$ cat config.mk
export PLATFORM = sky130hd
export DESIGN_NAME = iwc_cfg_regs
export DESIGN_NICKNAME = d
export VERILOG_FILES = /design/src/shared/iwc_pkg.sv /design/src/design/iwc_spi_link.sv /design/src/design/iwc_poll_stage.sv /design/src/design/iwc_cfg_regs.sv
export SDC_FILE = /design/constraint.sdc
export NUM_CORES = 1
export LEC_CHECK = 0
export ABC_AREA = 1
export BUFFER_PORTS_ARGS = -buffer_cell sky130_fd_sc_hd__buf_2
export CAP_MARGIN = 5
export CORE_AREA = 8 8 169 171
export CTS_CLUSTER_DIAMETER = 60
export DETAILED_ROUTE_END_ITERATION = 10
export DIE_AREA = 0 0 177 179
export PLACE_DENSITY = 0.8
export SLEW_MARGIN = 40
export SYNTH_ARGS = -nofsm -noshare
export SYNTH_HDL_FRONTEND = slang
export SYNTH_HIERARCHICAL = 1
export SYNTH_SLANG_ARGS = --single-unit
$ cat constraint.sdc
create_clock -name clk_i -period 2.55 [get_ports clk_i]
set_input_delay 0.255 -clock clk_i [delete_from_list [all_inputs] [get_ports clk_i]]
set_output_delay 0.255 -clock clk_i [all_outputs]
set_load 0.01 [all_outputs]
$ cat src/shared/iwc_pkg.sv
// iwc_pkg: constants for the input tri-state and wetting level registers
// assumes a 100 MHz system clock; spi frames are 32 bits, msb first
package iwc_pkg;

    ////////////////////////////////////////////////////////////////////////////
    // frame layout
    localparam int FRAME_BITS = 32;
    localparam int ADDR_W     = 7;
    localparam int ADDR_MSB   = 31;
    localparam int ADDR_LSB   = 25;
    localparam int RW_BIT     = 24;
    localparam int DATA_W     = 24;
    localparam int CNT_W      = 6;

    ////////////////////////////////////////////////////////////////////////////
    // register addresses
    localparam logic [6:0] ADDR_GND_HIGHZ   = 7'h03;
    localparam logic [6:0] ADDR_PROG_LVL_LO = 7'h04;
    localparam logic [6:0] ADDR_GND_LVL_LO  = 7'h05;
    localparam logic [6:0] ADDR_PROG_LVL_HI = 7'h08;

    ////////////////////////////////////////////////////////////////////////////
    // field layout
    localparam int GND_CH       = 21;
    localparam int PROG_CH      = 12;
    localparam int LVL_W        = 3;
    localparam int LVL_LO_CH    = 8;
    localparam int PROG_HI_CH   = 4;
    localparam int FAULT_BIT    = 23;
    localparam int INTF_BIT     = 22;
    localparam int FLAG_DATA_W  = 22;

    ////////////////////////////////////////////////////////////////////////////
    // reset values: all inputs high impedance, level code for 16 mA
    localparam logic [2:0]  LVL_16MA        = 3'h6;
    localparam logic [20:0] HIGHZ_RESET     = 21'h1fffff;
    localparam logic [23:0] LVL_LO_RESET    = {8{LVL_16MA}};
    localparam logic [11:0] PROG_HI_RESET   = {4{LVL_16MA}};

    ////////////////////////////////////////////////////////////////////////////
    // timing
    localparam int CLK_PERIOD_NS  = 10;
    localparam int ACTIVE_POLL_NS = 55000;
    localparam int ACTIVE_POLL_CYC = (ACTIVE_POLL_NS + CLK_PERIOD_NS - 1) / CLK_PERIOD_NS;

endpackage : iwc_pkg

$ cat src/design/iwc_spi_link.sv
// iwc_spi_link: spi slave that samples the link pins with the system clock
// assumes sclk at most clk/8; mode 0 style: mosi taken on rising sclk,
// miso moved on falling sclk, frames framed by active low chip select
`timescale 1ns/10ps
module iwc_spi_link
(
    // clock and reset
    input  wire logic        clk_i,
    input  wire logic        nrst_i,
    // link pins
    input  wire logic        sclk_i,
    input  wire logic        cs_n_i,
    input  wire logic        mosi_i,
    output logic             miso_o,
    output logic             miso_oe_o,
    // frame side
    input  wire logic [31:0] resp_i,
    output logic             frame_vld_o,
    output logic [31:0]      frame_o
);

    ////////////////////////////////////////////////////////////////////////////
    // two-flop synchronisers plus one history stage for edge detection
    logic [2:0]  sclk_q;
    logic [2:0]  cs_q;
    logic [1:0]  mosi_q;
    logic [31:0] rx_q;
    logic [31:0] tx_q;
    logic [5:0]  cnt_q;
    logic        sclk_rise;
    logic        sclk_fall;
    logic        cs_fall;
    logic        cs_rise;

    always_ff @(posedge clk_i or negedge nrst_i)
    begin
        if (!nrst_i)
        begin
            sclk_q <= 3'h0;
            cs_q   <= 3'h7;
            mosi_q <= 2'h0;
        end
        else
        begin
            sclk_q <= {sclk_q[1:0], sclk_i};
            cs_q   <= {cs_q[1:0], cs_n_i};
            mosi_q <= {mosi_q[0], mosi_i};
        end
    end

    // only stages 1 and 2 are looked at, never the first flop
    assign sclk_rise = sclk_q[1] & ~sclk_q[2];
    assign sclk_fall = ~sclk_q[1] & sclk_q[2];
    assign cs_fall   = ~cs_q[1] & cs_q[2];
    assign cs_rise   = cs_q[1] & ~cs_q[2];

    ////////////////////////////////////////////////////////////////////////////
    // shift in on rising sclk, count bits of the frame
    always_ff @(posedge clk_i or negedge nrst_i)
    begin
        if (!nrst_i)
        begin
            rx_q  <= 32'h0;
            cnt_q <= 6'h0;
        end
        else if (cs_fall)
        begin
            cnt_q <= 6'h0;
        end
        else if (!cs_q[2] && sclk_rise)
        begin
            rx_q  <= {rx_q[30:0], mosi_q[1]};
            cnt_q <= (cnt_q == 6'h3f) ? cnt_q : cnt_q + 6'h1;
        end
    end

    ////////////////////////////////////////////////////////////////////////////
    // answer word loaded at select, msb first, advanced on falling sclk
    always_ff @(posedge clk_i or negedge nrst_i)
    begin
        if (!nrst_i)
            tx_q <= 32'h0;
        else if (cs_fall)
            tx_q <= resp_i;
        else if (!cs_q[2] && sclk_fall)
            tx_q <= {tx_q[30:0], 1'b0};
    end

    ////////////////////////////////////////////////////////////////////////////
    // frame strobe: wrong bit counts are dropped so a glitch cannot write
    always_ff @(posedge clk_i or negedge nrst_i)
    begin
        if (!nrst_i)
        begin
            frame_vld_o <= 1'b0;
            frame_o     <= 32'h0;
            miso_o      <= 1'b0;
            miso_oe_o   <= 1'b0;
        end
        else
        begin
            frame_vld_o <= cs_rise && (cnt_q == 6'(iwc_pkg::FRAME_BITS));
            if (cs_rise)
                frame_o <= rx_q;
            miso_o    <= (cs_fall) ? resp_i[31] : tx_q[31];
            miso_oe_o <= ~cs_q[1];
        end
    end

endmodule : iwc_spi_link

$ cat src/design/iwc_poll_stage.sv
// iwc_poll_stage: one active poll window over the ground inputs
// assumes poll_start_i comes from the polling scheduler on this clock and
// comparator outputs arrive asynchronously from the analog front end
`timescale 1ns/10ps
module iwc_poll_stage
#(
    parameter int CH      = 21,
    parameter int ACT_CYC = 5500
)
(
    // clock and reset
    input  wire logic          clk_i,
    input  wire logic          nrst_i,
    // control
    input  wire logic          poll_start_i,
    input  wire logic          lpm_i,
    input  wire logic [CH-1:0] highz_i,
    input  wire logic [CH-1:0] cmp_i,
    // results
    output logic [CH-1:0]      current_en_o,
    output logic [CH-1:0]      cmp_en_o,
    output logic [CH-1:0]      change_o,
    output logic               wake_o
);

    localparam int CW = $clog2(ACT_CYC + 1);

    logic [CH-1:0] cmp_s1_q;
    logic [CH-1:0] cmp_s2_q;
    logic [CH-1:0] last_q;
    logic [CW-1:0] cnt_q;
    logic          busy_q;
    logic          busy_d;
    logic          end_d;

    ////////////////////////////////////////////////////////////////////////////
    // comparator synchroniser
    always_ff @(posedge clk_i or negedge nrst_i)
    begin
        if (!nrst_i)
        begin
            cmp_s1_q <= '0;
            cmp_s2_q <= '0;
        end
        else
        begin
            cmp_s1_q <= cmp_i;
            cmp_s2_q <= cmp_s1_q;
        end
    end

    ////////////////////////////////////////////////////////////////////////////
    // active poll window timer; a start during a window is ignored
    assign end_d  = busy_q && (cnt_q == '0);
    assign busy_d = (busy_q && !end_d) || (!busy_q && poll_start_i);

    always_ff @(posedge clk_i or negedge nrst_i)
    begin
        if (!nrst_i)
        begin
            busy_q <= 1'b0;
            cnt_q  <= '0;
        end
        else
        begin
            busy_q <= busy_d;
            if (!busy_q && poll_start_i)
                cnt_q <= CW'(ACT_CYC - 1);
            else if (busy_q && !end_d)
                cnt_q <= cnt_q - CW'(1);
        end
    end

    ////////////////////////////////////////////////////////////////////////////
    // sources follow the window but a tri-stated input never gets one,
    // in normal mode and in low power mode alike; comparators stay on
    // highz blocks source
    always_ff @(posedge clk_i or negedge nrst_i)
    begin
        if (!nrst_i)
        begin
            current_en_o <= '0;
            cmp_en_o     <= '0;
        end
        else
        begin
            current_en_o <= {CH{busy_d}} & ~highz_i;
            cmp_en_o     <= {CH{1'b1}};
        end
    end

    ////////////////////////////////////////////////////////////////////////////
    // decide at window end
    always_ff @(posedge clk_i or negedge nrst_i)
    begin
        if (!nrst_i)
        begin
            last_q   <= '0;
            change_o <= '0;
            wake_o   <= 1'b0;
        end
        else
        begin
            change_o <= end_d ? (cmp_s2_q ^ last_q) : '0;
            wake_o   <= end_d && lpm_i && (|(cmp_s2_q ^ last_q));
            if (end_d)
                last_q <= cmp_s2_q;
        end
    end

endmodule : iwc_poll_stage

$ cat src/design/iwc_cfg_regs.sv
// iwc_cfg_regs: ground-input tri-state and wetting level registers
// assumes a host spi master on the link pins and flag events from the
// fault and interrupt logic on the system clock
`timescale 1ns/10ps

// How it works
// - 32-bit frame: address, rw, data
// - ground tri-state register at address three
// - tri-stated input never gets current source
// - comparator of tri-stated input stays on
// - tri-state writes take effect at once
// - all tri-state bits reset to one
// - low power polls tri-stated without source
// - change and wake decided at window end
// - one three-bit level field per channel
// - level fields reset to 16 mA code
// - programmable level low at address four
// - programmable level high at eight, flags
// - ground level low at address five
// - ground level writes take effect at once, programmable levels one cycle later
// - code maps to current level
// - fault flag set, cleared by clean read
// - interrupt flag cleared by any access to address three or eight
module iwc_cfg_regs
#(
    parameter int ACTIVE_POLL_CYC = iwc_pkg::ACTIVE_POLL_CYC
)
(
    // clock and reset
    input  wire logic        clk_i,
    input  wire logic        nrst_i,
    // spi link
    input  wire logic        sclk_i,
    input  wire logic        cs_n_i,
    input  wire logic        mosi_i,
    output logic             miso_o,
    output logic             miso_oe_o,
    // global flag events
    input  wire logic        fault_event_i,
    input  wire logic        fault_present_i,
    input  wire logic        fault_status_read_i,
    input  wire logic        int_event_i,
    // polling control
    input  wire logic        low_power_mode_i,
    input  wire logic        poll_start_i,
    input  wire logic [20:0] gnd_cmp_i,
    // channel configuration
    output logic [20:0]      gnd_highz_o,
    output logic [35:0]      prog_level_o,
    output logic [23:0]      gnd_level_o,
    // polling results
    output logic [20:0]      gnd_current_en_o,
    output logic [20:0]      gnd_cmp_en_o,
    output logic [20:0]      gnd_change_o,
    output logic             wake_o,
    // flags
    output logic             fault_flag_o,
    output logic             int_flag_o
);

    ////////////////////////////////////////////////////////////////////////////
    // frame fields
    logic        frame_vld;
    logic [31:0] frame;
    logic [6:0]  fr_addr;
    logic        fr_wr;
    logic [23:0] fr_data;
    logic [31:0] resp_q;
    logic [23:0] sp_lo_q;
    logic [11:0] sp_hi_q;
    logic        flag_acc;

    assign fr_addr = frame[iwc_pkg::ADDR_MSB:iwc_pkg::ADDR_LSB];
    assign fr_wr   = frame[iwc_pkg::RW_BIT];
    assign fr_data = frame[iwc_pkg::DATA_W-1:0];

    ////////////////////////////////////////////////////////////////////////////
    // link front end
    iwc_spi_link u_link
    (
        .clk_i       (clk_i),
        .nrst_i      (nrst_i),
        .sclk_i      (sclk_i),
        .cs_n_i      (cs_n_i),
        .mosi_i      (mosi_i),
        .miso_o      (miso_o),
        .miso_oe_o   (miso_oe_o),
        .resp_i      (resp_q),
        .frame_vld_o (frame_vld),
        .frame_o     (frame)
    );

    ////////////////////////////////////////////////////////////////////////////
    // read word of an address; flag registers carry the two global flags
    // unused bits read zero
    function automatic logic [23:0] rd_word(input logic [6:0] a);
        logic [23:0] w;
        w = 24'h0;
        unique case (a)
            iwc_pkg::ADDR_GND_HIGHZ:
                w = {fault_flag_o, int_flag_o, 1'b0, gnd_highz_o};
            iwc_pkg::ADDR_PROG_LVL_LO:
                w = sp_lo_q;
            iwc_pkg::ADDR_GND_LVL_LO:
                w = gnd_level_o;
            iwc_pkg::ADDR_PROG_LVL_HI:
                w = {fault_flag_o, int_flag_o, 10'h0, sp_hi_q};
            default:
                w = 24'h0;
        endcase
        return w;
    endfunction : rd_word

    // true for registers that hold the interrupt flag
    function automatic logic has_flags(input logic [6:0] a);
        return (a == iwc_pkg::ADDR_GND_HIGHZ) || (a == iwc_pkg::ADDR_PROG_LVL_HI);
    endfunction : has_flags

    assign flag_acc = frame_vld && has_flags(fr_addr);

    ////////////////////////////////////////////////////////////////////////////
    // answer for the next frame: echoed address and rw plus read data,
    // captured before the flags clear so the host sees what caused them
    always_ff @(posedge clk_i or negedge nrst_i)
    begin
        if (!nrst_i)
            resp_q <= 32'h0;
        else if (frame_vld)
            resp_q <= {fr_addr, fr_wr, rd_word(fr_addr)};
    end

    ////////////////////////////////////////////////////////////////////////////
    // ground tri-state register, one bit per ground input
    // tri-state register write
    always_ff @(posedge clk_i or negedge nrst_i)
    begin
        if (!nrst_i)
            gnd_highz_o <= iwc_pkg::HIGHZ_RESET;
        else if (frame_vld && fr_wr && fr_addr == iwc_pkg::ADDR_GND_HIGHZ)
            gnd_highz_o <= fr_data[iwc_pkg::GND_CH-1:0];
    end

    ////////////////////////////////////////////////////////////////////////////
    // level registers; bits 2:0 channel 0 upward, code 3'h6 is 16 mA, the
    // code is passed to the current dac unchanged (000 2 mA .. 111 20 mA)
    // three bits per channel
    always_ff @(posedge clk_i or negedge nrst_i)
    begin
        if (!nrst_i)
        begin
            sp_lo_q     <= iwc_pkg::LVL_LO_RESET;
            gnd_level_o <= iwc_pkg::LVL_LO_RESET;
        end
        else if (frame_vld && fr_wr)
        begin
            if (fr_addr == iwc_pkg::ADDR_PROG_LVL_LO)
                sp_lo_q <= fr_data;
            if (fr_addr == iwc_pkg::ADDR_GND_LVL_LO)
                gnd_level_o <= fr_data;
        end
    end

    always_ff @(posedge clk_i or negedge nrst_i)
    begin
        if (!nrst_i)
            sp_hi_q <= iwc_pkg::PROG_HI_RESET;
        else if (frame_vld && fr_wr && fr_addr == iwc_pkg::ADDR_PROG_LVL_HI)
            sp_hi_q <= fr_data[iwc_pkg::PROG_HI_CH*iwc_pkg::LVL_W-1:0];
    end

    // drive the twelve programmable levels from one flop stage
    always_ff @(posedge clk_i or negedge nrst_i)
    begin
        if (!nrst_i)
            prog_level_o <= {iwc_pkg::PROG_HI_RESET, iwc_pkg::LVL_LO_RESET};
        else
            prog_level_o <= {sp_hi_q, sp_lo_q};
    end

    ////////////////////////////////////////////////////////////////////////////
    // global flags; a new event in the clearing cycle keeps the flag set
    // fault flag set wins
    always_ff @(posedge clk_i or negedge nrst_i)
    begin
        if (!nrst_i)
            fault_flag_o <= 1'b0;
        else if (fault_event_i)
            fault_flag_o <= 1'b1;
        else if (fault_status_read_i && !fault_present_i)
            fault_flag_o <= 1'b0;
    end

    always_ff @(posedge clk_i or negedge nrst_i)
    begin
        if (!nrst_i)
            int_flag_o <= 1'b0;
        else if (int_event_i)
            int_flag_o <= 1'b1;
        else if (flag_acc)
            int_flag_o <= 1'b0;
    end

    ////////////////////////////////////////////////////////////////////////////
    // poll window and source gating
    // comparators kept enabled
    iwc_poll_stage
    #(
        .CH      (iwc_pkg::GND_CH),
        .ACT_CYC (ACTIVE_POLL_CYC)
    )
    u_poll
    (
        .clk_i        (clk_i),
        .nrst_i       (nrst_i),
        .poll_start_i (poll_start_i),
        .lpm_i        (low_power_mode_i),
        .highz_i      (gnd_highz_o),
        .cmp_i        (gnd_cmp_i),
        .current_en_o (gnd_current_en_o),
        .cmp_en_o     (gnd_cmp_en_o),
        .change_o     (gnd_change_o),
        .wake_o       (wake_o)
    );

    ////////////////////////////////////////////////////////////////////////////
    // checks
    logic up_q;

    // marks the cycles after the first one out of reset
    always_ff @(posedge clk_i or negedge nrst_i)
    begin
        if (!nrst_i)
            up_q <= 1'b0;
        else
            up_q <= 1'b1;
    end

    a_reset_defaults:
    assert property (@(posedge clk_i) disable iff (!nrst_i)
        !up_q |-> gnd_highz_o == iwc_pkg::HIGHZ_RESET
                  && gnd_level_o == iwc_pkg::LVL_LO_RESET)
    else $error("registers not at defaults after reset");

    a_level_reset:
    assert property (@(posedge clk_i) disable iff (!nrst_i)
        !up_q |-> ##1 prog_level_o == {iwc_pkg::PROG_HI_RESET, iwc_pkg::LVL_LO_RESET})
    else $error("programmable levels not 16 mA after reset");

    a_highz_write:
    assert property (@(posedge clk_i) disable iff (!nrst_i)
        frame_vld && fr_wr && fr_addr == iwc_pkg::ADDR_GND_HIGHZ
        |=> gnd_highz_o == $past(fr_data[20:0]))
    else $error("tri-state write not applied");

    a_level_write:
    assert property (@(posedge clk_i) disable iff (!nrst_i)
        frame_vld && fr_wr && fr_addr == iwc_pkg::ADDR_PROG_LVL_LO
        |=> ##1 prog_level_o[23:0] == $past(fr_data, 2))
    else $error("level write not applied");

    a_read_no_change:
    assert property (@(posedge clk_i) disable iff (!nrst_i)
        frame_vld && !fr_wr |=> $stable(gnd_highz_o) && $stable(gnd_level_o)
                                && $stable(sp_lo_q) && $stable(sp_hi_q))
    else $error("read changed a register");

    a_hi_unused_zero:
    assert property (@(posedge clk_i) disable iff (!nrst_i)
        frame_vld && fr_addr == iwc_pkg::ADDR_PROG_LVL_HI
        |=> resp_q[21:12] == 10'h0 && resp_q[23] == $past(fault_flag_o))
    else $error("unused bits or flag wrong in answer");

    a_int_clear:
    assert property (@(posedge clk_i) disable iff (!nrst_i)
        flag_acc && !int_event_i |=> !int_flag_o)
    else $error("interrupt flag not cleared by access");

    a_int_set_wins:
    assert property (@(posedge clk_i) disable iff (!nrst_i)
        int_event_i |=> int_flag_o)
    else $error("interrupt event lost");

    a_fault_clear:
    assert property (@(posedge clk_i) disable iff (!nrst_i)
        fault_flag_o && !fault_event_i && !(fault_status_read_i && !fault_present_i)
        |=> fault_flag_o)
    else $error("fault flag dropped without clean read");

    a_highz_source:
    assert property (@(posedge clk_i) disable iff (!nrst_i)
        up_q |-> (gnd_current_en_o & $past(gnd_highz_o)) == 21'h0)
    else $error("source on for a tri-stated input");

    a_wake_lpm:
    assert property (@(posedge clk_i) disable iff (!nrst_i)
        wake_o |-> $past(low_power_mode_i) && gnd_change_o != 21'h0)
    else $error("wake without change in low power mode");

    c_highz_write:
    cover property (@(posedge clk_i) disable iff (!nrst_i)
        frame_vld && fr_wr && fr_addr == iwc_pkg::ADDR_GND_HIGHZ);

    c_level_read:
    cover property (@(posedge clk_i) disable iff (!nrst_i)
        frame_vld && !fr_wr && fr_addr == iwc_pkg::ADDR_GND_LVL_LO);

    c_int_race:
    cover property (@(posedge clk_i) disable iff (!nrst_i)
        flag_acc && int_event_i);

    c_wake:
    cover property (@(posedge clk_i) disable iff (!nrst_i) wake_o);

endmodule : iwc_cfg_regs

Word level (Yosys, flattened, before mapping). Index checks and enable logic that the tools add are counted.

Register bits after elaboration: 385. Bits of input ports: 32. Output and inout bits: 149. Word-level logic and storage cells: 92.

Add/sub/neg operators: 2. Equality and inequality tests: 7. Muxes and demuxes: 14. Bitwise operators: 12. Reduce and logical (&&, ||, !) cells: 30.

Operators by type and width (number): $pmux W24 S4 (1); $mux W32 (2); $mux W13 (2); $and A21 B21 Y21 (1); $mux W21 (1); $not A21 Y21 (1); $reduce_or A21 Y1 (1); $xor A21 B21 Y21 (1); $mux W6 (3); $eq A7 B3 Y1 const B (2); $logic_and A1 B1 Y1 (13); $logic_not A13 Y1 (1); $sub A13 B1 Y13 const B (1); $eq A6 B6 Y1 const B (2); $reduce_bool A2 Y1 (5); $reduce_and A2 Y1 (4); $eq A7 B2 Y1 const B (1); $eq A7 B4 Y1 const B (1); $add A6 B1 Y6 const B (1); $mux W1 (5); $not A1 Y1 (5); $and A1 B1 Y1 (4); $logic_not A1 Y1 (4); $logic_or A1 B1 Y1 (2); $ne A2 B1 Y1 const B (1).

Logic depth before layout (Yosys ltp).
Word-level depth: 6. Gate-level depth with buffers: 10.

Hierarchy. Netlist, hierarchy kept.

Modules (own cells, without submodules): iwc_cfg_regs (times used 1, cells an instance 622, area each 6073.3 µm², seq. area each 3885.0 µm²); iwc_poll_stage (times used 1, cells an instance 449, area each 4719.5 µm², seq. area each 3027.9 µm²); iwc_spi_link (times used 1, cells an instance 478, area each 4533.1 µm², seq. area each 2831.5 µm²).

Worst setup path after synthesis. Ideal clock, no wire load.

Path type: reg-to-reg. Start: reg u_poll.cnt_q[0]. End: reg u_poll.current_en_o[10]. Library setup time: 0.118 ns. Arrival time: 1.413 ns. Data required time: 2.432 ns. Setup slack: 1.018 ns. Cell stages (with the launch flop): 11. Buffers on the path: 1. Cells stage by stage: dfrtp_1 > inv_1 > ha_1 > nand2_4 > nor2_8 > nand2_4 > nand2_8 > nand2_8 > clkinv_4 > buf_12 > nor2_4.

Longest elaborated chain between the ends: 6.

Ends and longest elaborated chain: start, declared (line iwc_poll_stage.sv:31) `logic [CW-1:0] cnt_q;`; start signal, assigned (line iwc_poll_stage.sv:68) `cnt_q <= CW'(ACT_CYC - 1);`; start signal, assigned (line iwc_poll_stage.sv:70) `cnt_q <= cnt_q - CW'(1);`; $logic_not A13 Y1 (line iwc_poll_stage.sv:54) `assign end_d = busy_q && (cnt_q == '0);`; $logic_and A1 B1 Y1 (line iwc_poll_stage.sv:54); $logic_not A1 Y1 (line iwc_poll_stage.sv:55) `assign busy_d = (busy_q && !end_d) || (!busy_q && poll_start_i);`; $logic_and A1 B1 Y1 (line iwc_poll_stage.sv:55); $logic_or A1 B1 Y1 (line iwc_poll_stage.sv:55); named net u_poll.busy_d (line iwc_poll_stage.sv:33) `logic busy_d;`; $and A21 B21 Y21 (line iwc_poll_stage.sv:87) `current_en_o <= {CH{busy_d}} & ~highz_i;`; end signal, assigned (line iwc_poll_stage.sv:87); end, declared (line iwc_poll_stage.sv:20) `output logic [CH-1:0] current_en_o,`.

The timed path passes the listed nets, and every way through them passes these cells. A chain may end at the register's enable or synchronous reset.

Final worst setup path.
Start: reg u_link.frame_o[28]. End: reg gnd_highz_o[12].

Longest elaborated chain between the ends: 2.

Ends and longest elaborated chain: start, declared (line iwc_spi_link.sv:19) `output logic [31:0] frame_o`; start signal, assigned (line iwc_spi_link.sv:104) `frame_o <= rx_q;`; $eq A7 B2 Y1 (line iwc_cfg_regs.sv:139) `else if (frame_vld && fr_wr && fr_addr == iwc_pkg::ADDR_GND_HIGHZ)`; $logic_and A1 B1 Y1 (line iwc_cfg_regs.sv:139); end signal, assigned (line iwc_cfg_regs.sv:138) `gnd_highz_o <= iwc_pkg::HIGHZ_RESET;`; end signal, assigned (line iwc_cfg_regs.sv:140) `gnd_highz_o <= fr_data[iwc_pkg::GND_CH-1:0];`; end, declared (line iwc_cfg_regs.sv:48) `output logic [20:0] gnd_highz_o,`.

No other way between the ends.

==> metrics <==
status=finished clean; Synth area leaders=dfrtp_1 48%, dfstp_2 15%, nand2_1 11%; first-pass GRT wire length=between 50000 and 60000 microns; mean post-synth cell area=9.894 sq um; Clock Skew=0.02238 ns; Startpoint Class=register; total length of routed wires=around 36000 microns; Seq pwr share=0.488; Worst EP required=about 3.0 ns; Crit Path Class=reg -> reg; Tmin final=around 2.3 ns; CTS Buf Count=40; cell count after synthesis=roughly 1500; distinct cell type count after synthesis=42; Slowest cell on crit path=nor2_2; pre-CTS setup slack=0.3197 ns; hold crit path type=in -> reg; Core ar.=25760 sq um; Pwr Density=730.1 nW/um^2; H-tree depth=2; CTS clock-pin slew for the worst setup and hold paths=around 0.060 ns; initial antenna violation count=0; Routed Antenna Nets=0; fin crit share=0.8983; vias post-DR=11308; Clk pwr share=0.461; crit-path max FO=between 40 and 50; Setup violations, final=0; number of synthesized flops with an enable pin=0; slowest cell delay on critical path=between 0.4 and 0.5 ns; RSZ-0062 raised after global routing=false; Mapped Area=~15000 sq um; Post-CTS Setup Bufs=0; Boundary Pins=181; crit-path cells=inv_2 -> nand2_2 -> nor2_2 -> nand2_1 -> clkinv_2 -> nand2_2 -> o21ai_1; total grt overflow=0; site row count=slightly below 60; Initial Util=0.5949; Pint=between 0.01 and 0.015 W; logic gate share of total power=0.051; top cells by count, synth=434 x nand2_1, 297 x dfrtp_1, 157 x inv_1; Yosys warning total=6; DIE HEIGHT=approximately 180 microns; initial drt markers=approximately 1100; Fin. Hold Viols=0; worst vdd ir=about 0.53 mV; Slew headroom=0.4654; routability cong.=roughly 0.84; syn_nets=about 1600; CTS resizes=0; # diodes=0; Final WS setup=~0.26 ns; Least-Margin Pin Slew=0.7991 ns; top cell type's share of synthesized area=0.4849; area leader, netlist=dfrtp_1; DRT Pass-1 Iters=6; sw frac=0.2218; Final nets=about 1800; Max-Cap Viols=0; Worst-Skew Late Latency=roughly 0.53 ns; count leader, synth=nand2_1; final max-slew violation count=0; Synth Flop Type=dfrtp_1; NetSw=0.002915 W; post-synthesis sequential area ratio=0.6358; Avg Vias per Cell=around 5.4; CTS tree=yes; synthesized flop and latch total=slightly below 400; largest net degree at the start of global routing=65; Routed WL per cell=17.32 microns; post-DP HPWL=roughly 24000 microns; Leak Pwr=~9 nW; Max clock buf depth=3; Total GRT Usage=0.2327; number of global-route vias before repair=11353; post-route insts no fill=2100; most frequent CP cell=nand2_2; placed cells=~2000; critical path data arrival time=about 2.7 ns; Remaining DRCs=0; Worst setup EP type=register; Root Driver=clkbuf_16; fmax=approximately 440 MHz; die area=about 32000 sq um; Die Width=177 microns; CTS Sinks=385; area delta synth->final=17.45%; share of synthesized registers carrying an async set or reset=1.000; setup TNS=0 ns; fraction of layout cells with a size suffix above 1=0.2363; port bufs=180
## final timing paths
check                              startpoint                  end  slack (ns)  cells past startpoint
setup / recovery           u_link/frame_o[28]      gnd_highz_o[12]        0.26                      7
setup reg to reg           u_link/frame_o[28]      gnd_highz_o[12]        0.26                      7
hold / removal               low_power_mode_i        u_poll/wake_o        0.03                      5
max in group asynchronous              nrst_i     prog_level_o[20]        1.43                      3
hold reg to reg              u_link/sclk_q[0]     u_link/sclk_q[1]        0.35                      0
min in group asynchronous              nrst_i  u_poll/cmp_s1_q[11]        0.26                      2
## cell type report
type                            count  area [sq um]
Clock buffer                       58          1161
Clock inverter                     16         222.7
Fill cell                        1798          7762
Inverter                          165         625.6
Multi-Input combinational cell    909          4379
Sequential cell                   385          9744
Tap cell                          335         419.2
Timing Repair Buffer              232          1449
## stage by stage
| stage | hold slack (ns) | total power [W] | instance area [sq um] | utilization |
|---|---|---|---|---|
| after floorplan | -0.04059 | 0.006858 | 15330 | - |
| after detailed placement | 0.2298 | 0.007145 | 16340 | 0.6341 |
| final | 0.02627 | 0.01314 | 18000 | 0.6987 |
| after global placement | 0.2257 | 0.007103 | 16300 | 0.6328 |
| after CTS | 0.01260 | 0.01322 | 18000 | 0.6987 |
| after global routing | 0.03500 | 0.01361 | 18000 | 0.6987 |
## placed cells by master (no fill, tap or decap), types with 2 or more instances in the layout
| cell type | count |
|---|---|
| a21oi_1 | 14 |
| and2_4 | 2 |
| buf_12 | 5 |
| buf_2 | 179 |
| buf_4 | 17 |
| buf_8 | 3 |
| bufinv_16 | 5 |
| clkbuf_1 | 11 |
| clkbuf_16 | 42 |
| clkbuf_8 | 5 |
| clkinv_2 | 9 |
| clkinv_4 | 2 |
| dfrtp_1 | 297 |
| dfstp_2 | 88 |
| dlygate4sd3_1 | 28 |
| ha_1 | 3 |
| inv_1 | 156 |
| inv_2 | 7 |
| nand2_1 | 432 |
| nand2_2 | 8 |
| nand2_4 | 3 |
| nand2_8 | 2 |
| nand3_1 | 98 |
| nand4_1 | 3 |
| nor2_1 | 45 |
| nor2_2 | 9 |
| nor2_4 | 14 |
| nor2_8 | 2 |
| o211ai_1 | 29 |
| o21a_1 | 12 |
| o21ai_0 | 124 |
| o21ai_1 | 83 |
| o21ai_2 | 8 |
| xnor2_1 | 5 |
| xor2_1 | 3 |
## per-layer routing
| layer | global-route usage | up-vias | wire (microns) |
|---|---|---|---|
| met4 | 0.08651 | 0 | 1122 |
| met2 | 0.3809 | 439 | 17790 |
| met5 | 0 | - | 0 |
| li1 | - | 5275 | - |
| met1 | 0.3114 | 5507 | 15290 |
| met3 | 0.03644 | 87 | 2178 |
## registers in the layout, indices dropped and copies added (netlist names), 24 cells and up
signal          flops
resp_q             32
sp_lo_q            24
u_link/frame_o     32
gnd_level_o        24
prog_level_o       36
u_link/tx_q        32
u_link/rx_q        32
## cells by family after synthesis
group                    count (synthesis)  share of synthesized area
adder cells (fa/ha/maj)                  3                   0.002449
buffers and inverters                  255                    0.07911
XOR/XNOR                                 8                   0.004572
AO/OA/AOI/OAI                          274                    0.09944
AND/OR/NAND/NOR                        622                     0.1776
other                                    1                  0.0002447
multiplexers                             1                  0.0007347
flip-flops                             385                     0.6358
## critical path: cells and delay by family (launching register included)
family / cells / cell delay, ns
simple gates: 4 / 1.21
compound gates: 1 / 0.33
flops: 1 / 0.40
buf+inv: 2 / 0.25
## power by group through the flow
| stage | registers, W | clock network (W) | logic [W] |
|---|---|---|---|
| finish | 0.00641 | 0.00606 | 0.000671 |
| global route | 0.00643 | 0.00639 | 0.000779 |
| CTS | 0.00641 | 0.00613 | 0.000676 |
| detailed placement | 0.00652 | 0 | 0.000629 |
| global placement | 0.00651 | 0 | 0.000596 |
| floorplan | 0.00650 | 0 | 0.000360 |
## timing repair
action | CTS | global route
hold buffers | 28 | 0
endpoints found under the hold margin | 75 | 0
setup endpoints to repair | 0 | 0
Power figures use the tool's default switching activity.
